## config.mk

```make
export PLATFORM = sky130hd
export DESIGN_NAME = ssp_slave
export DESIGN_NICKNAME = d
export VERILOG_FILES = /design/src/hw/ssp_pkg.sv /design/src/hw/ssp_slave.sv
export SDC_FILE = /design/constraint.sdc
export NUM_CORES = 1
export LEC_CHECK = 0
export ABC_CLOCK_PERIOD_IN_PS = 2000
export BUFFER_PORTS_ARGS = -buffer_cell sky130_fd_sc_hd__clkbuf_2
export CAP_MARGIN = 30
export CORE_ASPECT_RATIO = 1.4
export CORE_MARGIN = 1
export CORE_UTILIZATION = 37
export DETAILED_ROUTE_END_ITERATION = 12
export GPL_ROUTABILITY_DRIVEN = 0
export GPL_TIMING_DRIVEN = 0
export PLACE_DENSITY = 0.61
export SLEW_MARGIN = 20
export SYNTH_ARGS = -nofsm -noshare
export SYNTH_HDL_FRONTEND = slang
export SYNTH_SLANG_ARGS = --single-unit
```

## constraint.sdc

```tcl
create_clock -name ref_clk_in -period 2 [get_ports ref_clk_in]
set_input_delay 0.2 -clock ref_clk_in [delete_from_list [all_inputs] [get_ports ref_clk_in]]
set_output_delay 0.2 -clock ref_clk_in [all_outputs]
set_load 0.02 [all_outputs]
```

## src/hw/ssp_pkg.sv

```systemverilog
package ssp_pkg;

    // Register byte offsets on the bus
    localparam logic [7:0] ADDR_CTRL   = 8'h00;
    localparam logic [7:0] ADDR_TXDATA = 8'h04;
    localparam logic [7:0] ADDR_RXBUF  = 8'h08;
    localparam logic [7:0] ADDR_STATUS = 8'h0C;
    localparam logic [7:0] ADDR_IRQEN  = 8'h10;
    localparam logic [7:0] ADDR_IRQCLR = 8'h14;
    localparam logic [7:0] ADDR_STATE  = 8'h18;

    // Control register fields
    localparam int         CTRL_MASTER_BIT = 0;
    localparam int         CTRL_POL_BIT    = 1;
    localparam logic       MASTER_RST      = 1'b0;
    localparam logic       POL_RST         = 1'b0;

    // Event bits, shared by status, enable and clear registers
    localparam int         EV_DONE = 0;
    localparam int         EV_COLL = 1;
    localparam int         EV_W    = 2;
    localparam logic [1:0] EV_RST  = 2'h0;

    // State register fields
    localparam int         STATE_SEL_BIT = 8;

    // Reset values of the data paths
    localparam logic [31:0] DAT_RST    = 32'h0000_0000;
    localparam logic        LINE_IDLE  = 1'b1;

    // Port states, one-hot
    typedef enum logic [1:0] {
        SSP_IDLE = 2'b01,
        SSP_ACT  = 2'b10
    } ssp_mode_t;

endpackage : ssp_pkg

```

## src/hw/ssp_slave.sv

```systemverilog
`timescale 1ns/10ps

module ssp_slave #(
    parameter int WORD_W = 8
) (
    // Clock and reset
    input  wire logic        ref_clk_in,
    input  wire logic        rst_n_in,
    // Wishbone slave
    input  wire logic        wb_cyc_in,
    input  wire logic        wb_stb_in,
    input  wire logic        wb_we_in,
    input  wire logic [7:0]  wb_adr_in,
    input  wire logic [3:0]  wb_sel_in,
    input  wire logic [31:0] wb_dat_in,
    output logic      [31:0] wb_dat_out,
    output logic             wb_ack_out,
    // Serial link pins
    input  wire logic        serial_shift_clock_in,
    input  wire logic        slave_serial_data_in,
    input  wire logic        slave_select_input,
    output logic             slave_serial_data_out,
    output logic             slave_serial_data_oe_out,
    // Interrupt
    output logic             irq_out
);

    localparam int CNT_W = $clog2(WORD_W + 1);
    localparam logic [CNT_W-1:0] CNT_ZERO = '0;
    localparam logic [CNT_W-1:0] CNT_LAST = CNT_W'(WORD_W - 1);

    // Whole module state
    typedef struct packed {
        ssp_pkg::ssp_mode_t       mode;
        logic                     master_mode;
        logic                     pol;
        logic [WORD_W-1:0]        shift;
        logic [WORD_W-1:0]        rxbuf;
        logic [CNT_W-1:0]         bit_cnt;
        logic [ssp_pkg::EV_W-1:0] status;
        logic [ssp_pkg::EV_W-1:0] ien;
        logic                     done;
        logic                     ack;
        logic [31:0]              dat;
        logic                     irq;
        logic                     sdo;
        logic                     sdo_oe;
        logic [2:0]               sck_sync;
        logic [1:0]               cs_sync;
        logic [1:0]               sdi_sync;
    } ssp_state_t;

    ssp_state_t st;
    ssp_state_t next_st;

    // Select decode: active level set by software, slave mode only
    function automatic logic ssp_selected(input logic cs, input logic pol, input logic master);
        ssp_selected = (cs == pol) && !master;
    endfunction : ssp_selected

    logic              sel_now;
    logic              sck_rise;
    logic              sck_fall;
    logic              bus_req;
    logic [WORD_W-1:0] shifted;

    // Synchronised pin views, stage two onward only
    assign sel_now  = ssp_selected(st.cs_sync[1], st.pol, st.master_mode);
    assign sck_rise = st.sck_sync[1] && !st.sck_sync[2];
    assign sck_fall = !st.sck_sync[1] && st.sck_sync[2];
    assign bus_req  = wb_cyc_in && wb_stb_in && !st.ack;
    assign shifted  = {st.shift[WORD_W-2:0], st.sdi_sync[1]};

    // Next-state logic
    always_comb begin
        logic [ssp_pkg::EV_W-1:0] ev_set;
        logic [ssp_pkg::EV_W-1:0] ev_clr;
        ev_set  = '0;
        ev_clr  = '0;
        next_st = st;

        // Pin synchronisers
        next_st.sck_sync = {st.sck_sync[1:0], serial_shift_clock_in};
        next_st.cs_sync  = {st.cs_sync[0], slave_select_input};
        next_st.sdi_sync = {st.sdi_sync[0], slave_serial_data_in};
        next_st.done     = 1'b0;

        // Link side
        case (st.mode)
            ssp_pkg::SSP_IDLE: begin
                if (sel_now) begin
                    next_st.mode    = ssp_pkg::SSP_ACT;
                    next_st.bit_cnt = CNT_ZERO;
                    next_st.sdo     = st.shift[WORD_W-1];
                    next_st.sdo_oe  = 1'b1;
                end else begin
                    next_st.sdo     = ssp_pkg::LINE_IDLE;
                    next_st.sdo_oe  = 1'b0;
                end
            end
            ssp_pkg::SSP_ACT: begin
                if (!sel_now) begin
                    next_st.mode   = ssp_pkg::SSP_IDLE;
                    next_st.sdo    = ssp_pkg::LINE_IDLE;
                    next_st.sdo_oe = 1'b0;
                end else if (sck_rise) begin
                    // Bit timed by the master's clock only
                    next_st.shift = shifted;
                    if (st.bit_cnt == CNT_LAST) begin
                        next_st.bit_cnt = CNT_ZERO;
                        next_st.rxbuf   = shifted;
                        next_st.done    = 1'b1;
                        ev_set[ssp_pkg::EV_DONE] = 1'b1;
                    end else begin
                        next_st.bit_cnt = st.bit_cnt + CNT_W'(1);
                    end
                end else if (sck_fall) begin
                    next_st.sdo = st.shift[WORD_W-1];
                end
            end
            default: begin
                next_st.mode   = ssp_pkg::SSP_IDLE;
                next_st.sdo_oe = 1'b0;
            end
        endcase

        // Bus side: answer one cycle after the request
        next_st.ack = bus_req;
        if (bus_req) begin
            next_st.dat = ssp_pkg::DAT_RST;
            case (wb_adr_in)
                ssp_pkg::ADDR_CTRL: begin
                    next_st.dat[ssp_pkg::CTRL_MASTER_BIT] = st.master_mode;
                    next_st.dat[ssp_pkg::CTRL_POL_BIT]    = st.pol;
                end
                ssp_pkg::ADDR_TXDATA: next_st.dat[WORD_W-1:0]        = st.shift;
                ssp_pkg::ADDR_RXBUF:  next_st.dat[WORD_W-1:0]        = st.rxbuf;
                ssp_pkg::ADDR_STATUS: next_st.dat[ssp_pkg::EV_W-1:0] = st.status;
                ssp_pkg::ADDR_IRQEN:  next_st.dat[ssp_pkg::EV_W-1:0] = st.ien;
                ssp_pkg::ADDR_STATE: begin
                    next_st.dat[CNT_W-1:0]            = st.bit_cnt;
                    next_st.dat[ssp_pkg::STATE_SEL_BIT] = (st.mode == ssp_pkg::SSP_ACT);
                end
                default: next_st.dat = ssp_pkg::DAT_RST;
            endcase
            if (wb_we_in && wb_sel_in[0]) begin
                case (wb_adr_in)
                    ssp_pkg::ADDR_CTRL: begin
                        next_st.master_mode = wb_dat_in[ssp_pkg::CTRL_MASTER_BIT];
                        next_st.pol         = wb_dat_in[ssp_pkg::CTRL_POL_BIT];
                    end
                    ssp_pkg::ADDR_TXDATA: begin
                        // Loading mid-transfer would corrupt the word
                        if (st.mode == ssp_pkg::SSP_IDLE) begin
                            next_st.shift = wb_dat_in[WORD_W-1:0];
                        end else begin
                            ev_set[ssp_pkg::EV_COLL] = 1'b1;
                        end
                    end
                    ssp_pkg::ADDR_IRQEN:  next_st.ien = wb_dat_in[ssp_pkg::EV_W-1:0];
                    ssp_pkg::ADDR_IRQCLR: ev_clr      = wb_dat_in[ssp_pkg::EV_W-1:0];
                    default: ;
                endcase
            end
        end

        // Sticky status, set wins over clear
        next_st.status = (st.status & ~ev_clr) | ev_set;
        next_st.irq    = |(next_st.status & next_st.ien);
    end

    // State register
    always_ff @(posedge ref_clk_in or negedge rst_n_in) begin
        if (!rst_n_in) begin
            st             <= '0;
            st.mode        <= ssp_pkg::SSP_IDLE;
            st.master_mode <= ssp_pkg::MASTER_RST;
            st.pol         <= ssp_pkg::POL_RST;
            st.status      <= ssp_pkg::EV_RST;
            st.ien         <= ssp_pkg::EV_RST;
            st.dat         <= ssp_pkg::DAT_RST;
            st.sdo         <= ssp_pkg::LINE_IDLE;
            st.sck_sync    <= 3'h0;
            // Select synchroniser starts inactive, no false select after reset
            st.cs_sync     <= {$bits(st.cs_sync){~ssp_pkg::POL_RST}};
            st.sdi_sync    <= 2'h0;
        end else begin
            st <= next_st;
        end
    end

    // Outputs straight from the state
    assign wb_dat_out               = st.dat;
    assign wb_ack_out               = st.ack;
    assign slave_serial_data_out    = st.sdo;
    assign slave_serial_data_oe_out = st.sdo_oe;
    assign irq_out                  = st.irq;
endmodule : ssp_slave

```

======== Yosys cells after proc, flatten, opt, wreduce, memory -nomap -nowiden ========
Index checks and enable logic that the tools add are counted.
word-level totals
  register bits ........................... 48
  input port bits ......................... 52
  output and inout port bits .............. 36
  logic and storage cells ................. 94
cells by class
  $add $sub $neg .......................... 1
  equal/unequal tests ..................... 16
  multiplexer cells ....................... 39
  bitwise gates (word level) .............. 4
  reduce and logical (&&, ||, !) cells .... 18
operators by type and width
  operator             count
  $mux 20              2
  $mux 8               5
  $eq 8x5->1 const B   3
  $mux 2               9
  $eq 8x4->1 const B   2
  $mux 16              1
  $pmux 4 s2           2
  $mux 1               13
  $pmux 2 s6           1
  $eq 8x3->1 const B   1
  $logic_not 8->1      1
  $mux 4               2
  $ne 2x2->1 const B   4
  $reduce_and 4->1     2
  $logic_and 1x1->1    6
  $ne 3x3->1 const B   2
  $pmux 2 s3           1
  $reduce_and 3->1     2
  $add 4x1->4 const B  1
  $and 2x2->2          2
  $eq 4x3->1 const B   1
  $logic_not 1->1      4
  $pmux 1 s2           2
  $pmux 2 s2           1
  8 further kinds      8

======== Longest topological paths before layout ========
  depth in word-level cells ............... 9
  mapped depth ............................ 8
  mapped depth without buffers ............ 6

======== Worst setup path after synthesis ========
OpenSTA, ideal clock, no wires.
  kind .................................... reg-to-reg
  from .................................... register st[70] (netlist bit)
  to ...................................... register st, in the netlist shifted[1]
  setup time .............................. 0.125 ns
  data arrival time ....................... 1.903 ns
  data required time ...................... 1.875 ns
  setup slack ............................. -0.028 ns
  cell stages (with the launch flop) ...... 9
  path buffers ............................ 2
  period minus slack after synthesis ...... 2.028 ns
  cell sequence ........................... dfstp_2 > inv_1 > ha_1 > buf_4 > nand3b_1 > nor3_1 > buf_2 > mux2_2 > mux2_2
RTL lines
  item                    line              RTL
  from (decl)             ssp_slave.sv:53   ssp_state_t st;
  from (signal assigned)  ssp_slave.sv:188  st <= next_st;

==> impl_metrics.env <==
export IMPL_antenna_found_initial=0
export IMPL_worst_pin_slew_ps=664
export IMPL_p_per_area_nw_per_um2=774
export IMPL_dr_pass1_iters=4
export IMPL_totalWireLength_mm=5.57
export IMPL_route_detailed_drc=0
export IMPL_holdCritStartpoint="wb_dat_in[6]"
export IMPL_synth_ff_type="dfrtp_1"
export IMPL_finClkSkew_ps=13.3
export IMPL_cp_end_kind="flop"
export IMPL_arrival_ps=2130
export IMPL_period_minus_slack_ps=1950
export IMPL_synth_edff_count=0
export IMPL_clk_latency_ps=300
export IMPL_slew_headroom=0.554
export IMPL_min_path_type="primary input to flop"
export IMPL_yosys_warnings=0
export IMPL_post_route_util=0.489
export IMPL_die_width_um=72.5
export IMPL_num_rows=35
export IMPL_dieHeight_um=101
export IMPL_grt_pass1_wl_mm=9.18
export IMPL_worstSetupStartpointType="flop"
export IMPL_finalHoldViolCount=0
export IMPL_yosys_area_top_type="dfrtp_1"
export IMPL_setup_viol=0
export IMPL_r2r_cells=7
export IMPL_max_freq_mhz=512
export IMPL_hpwl_mm=3.95
export IMPL_grt_max_degree=49
export IMPL_fill_cells=640
export IMPL_grtUsageTotal=0.167
export IMPL_io_buffers=34
export IMPL_syn_instance_count=225
export IMPL_placed_cells=374
export IMPL_setup_tns_ps=0
export IMPL_rsz0062_at_grt="yes"
export IMPL_vias_per_cell=4.83
export IMPL_initial_core_util=0.386
export IMPL_diodes=0
export IMPL_ios=88
export IMPL_cp_data_required_time_ps=2180
export IMPL_area_growth_syn_to_layout_pct=26.7
export IMPL_final_period_utilization=0.977
export IMPL_peakVddDrop_v=0.000415
export IMPL_status="finished clean"
export IMPL_root_buffer="clkbuf_8"
export IMPL_h_tree_depth=2
export IMPL_antenna_left=0
export IMPL_tritoncts="done"
export IMPL_synth_distinct_cells=45
export IMPL_ys_seq_elements=48
export IMPL_rrSetupSlack_ps=50
export IMPL_cts_sinks=48
export IMPL_synth_top_area_share=0.428
export IMPL_hold_end="shifted[7]"
export IMPL_finalMaxSlewViolations=0
export IMPL_cts_buffers=5
export IMPL_die_area_um2=7290
export IMPL_r2r_end="shifted[6]"
export IMPL_seq_area_um2=1210
export IMPL_overflow=0
export IMPL_drt_iter0_markers=81
export IMPL_multi_input_area_um2=1220
export IMPL_synthArstFlopShare=1.00
export IMPL_drive_above_1_share=0.454
export IMPL_grt_pass1_vias=1883
export IMPL_power_leakage_nw=1.60
export IMPL_r2r_start="st[70]"
export IMPL_fin_cells=394
export IMPL_min_path_cells=2
export IMPL_vias=1903
export IMPL_p_total_mw=2.52
export IMPL_critPathMaxFanout=7
export IMPL_max_cap_violations=0
export IMPL_syn_cell_area_um2=2570
export IMPL_clockBufferDepth=2
export IMPL_synth_area_leaders="dfrtp_1 (43%), mux2_2 (12%), buf_4 (9.9%), dfstp_2 (4.1%), o21ai_0 (2.1%)"
export IMPL_syn_area_per_cell_um2=11.4
export IMPL_drt_wirelength_per_cell_um=14.1
export IMPL_fp_coreArea_um2=6660
export IMPL_cts_clk_slew_worst_paths_ps=90
export IMPL_ys_seq_area_frac=0.469
export IMPL_critical_path_class="flop to flop"
export IMPL_final_net_count=356
-- cells in the final DEF (no fill, tap or decap), types with 3 or more instances in the layout --
master and count:
clkbuf_2 33, nor4_1 3, nand3b_1 3, a22o_1 5, nor3_1 3, conb_1 23, buf_4 43, nand2b_1 5
mux2_4 9, dlygate4sd3_1 4, o21ai_0 11, nor2_1 13, a221oi_1 4, dfstp_2 4, clkbuf_1 3, mux2_2 19
nand4_1 3, nand2_1 12, clkbuf_8 6, dfrtp_1 44, inv_1 4
-- sequential cells by signal, summed over array words and instances (netlist names) --
register	cells
st	23
wb_dat_out	9
shifted	8
next_st	4
irq_out	1
slave_serial_data_oe_out	1
slave_serial_data_out	1
wb_ack_out	1
-- logic make-up (layout without fill, tap and decap cells) --
kind of cell | count (synthesis) | in the layout | synth area share
AO/OA/AOI/OAI | 34 | 34 | 0.0929
XOR/XNOR | 1 | 1 | 0.00341
adder cells (fa/ha/maj) | 3 | 3 | 0.0146
buffers and inverters | 46 | 101 | 0.120
flip-flops | 48 | 48 | 0.469
multiplexers | 31 | 31 | 0.144
other | 1 | 23 | 0.00146
AND/OR/NAND/NOR | 61 | 61 | 0.155
-- Yosys cell counts (4+ instances only) --
| library cell | count |
|---|---|
| clkbuf_1 | 4 |
| dfrtp_1 | 44 |
| mux2_2 | 28 |
| inv_1 | 5 |
| nor3_1 | 4 |
| nor2_1 | 13 |
| a22o_1 | 5 |
| dfstp_2 | 4 |
| o21ai_0 | 11 |
| buf_4 | 34 |
| nand2b_1 | 5 |
| nand2_1 | 12 |
| a221oi_1 | 4 |
-- through the flow --
step | hold slack (ps) | setup slack (ps) | area (µm²)
after detailed placement | 292 | -296 | 2950
after CTS | 128 | -60.9 | 3250
after global placement | 289 | -361 | 2950
after floorplan | -95.6 | 29.4 | 2660
after global routing | 131 | -44.2 | 3260
final | 138 | 45.8 | 3260
-- worst max-delay path by stage --
stage                     startpoint    endpoint  slack, ps  cells after the start
after detailed placement      st[70]  shifted[5]       -300                      8
after global routing          st[70]  shifted[4]        -40                      7
after floorplan               st[70]      st[52]         30                      6
after CTS                     st[70]  shifted[6]        -60                      8
final                         st[70]  shifted[6]         50                      7
after global placement        st[70]      st[55]       -360                      6
-- what timing repair did --
action	CTS	global route
hold buffers	4	0
setup endpoints to repair	14	16
buffers inserted	8	2
pin swaps	3	1
gates resized for setup	18	2
hold endpoints to repair	47	0
-- critical path: stages (launching register included) --
cell and delay (ps):
dfstp_2 390, inv_2 60, ha_4 130, nand3b_1 230
nor3_4 260, buf_6 200, mux2_4 310, mux2_4 260
-- routing by layer --
metal  up-vias  routed length, µm  track usage
met4         0                102       0.0724
li1        907                  -            -
met1       926               2320        0.202
met2        62               2890        0.288
met5         -                  0            0
met3         8                262       0.0310
-- power by group --
| group | internal (mW) | switching [mW] | total [mW] |
|---|---|---|---|
| Clock | 0.409 | 0.324 | 0.733 |
| Combinational | 0.315 | 0.336 | 0.651 |
| Sequential | 1.07 | 0.0685 | 1.14 |
| Total | 1.79 | 0.728 | 2.52 |
-- final cells by class --
cell class	count	area share
Clock buffer	6	0.0253
Tap cell	92	0.0353
Buffer	39	0.0876
Timing Repair Buffer	49	0.0906
Inverter	5	0.00576
Sequential cell	48	0.370
Multi-Input combinational cell	153	0.373
Clock inverter	2	0.0119
Power figures use the tool's default switching activity.
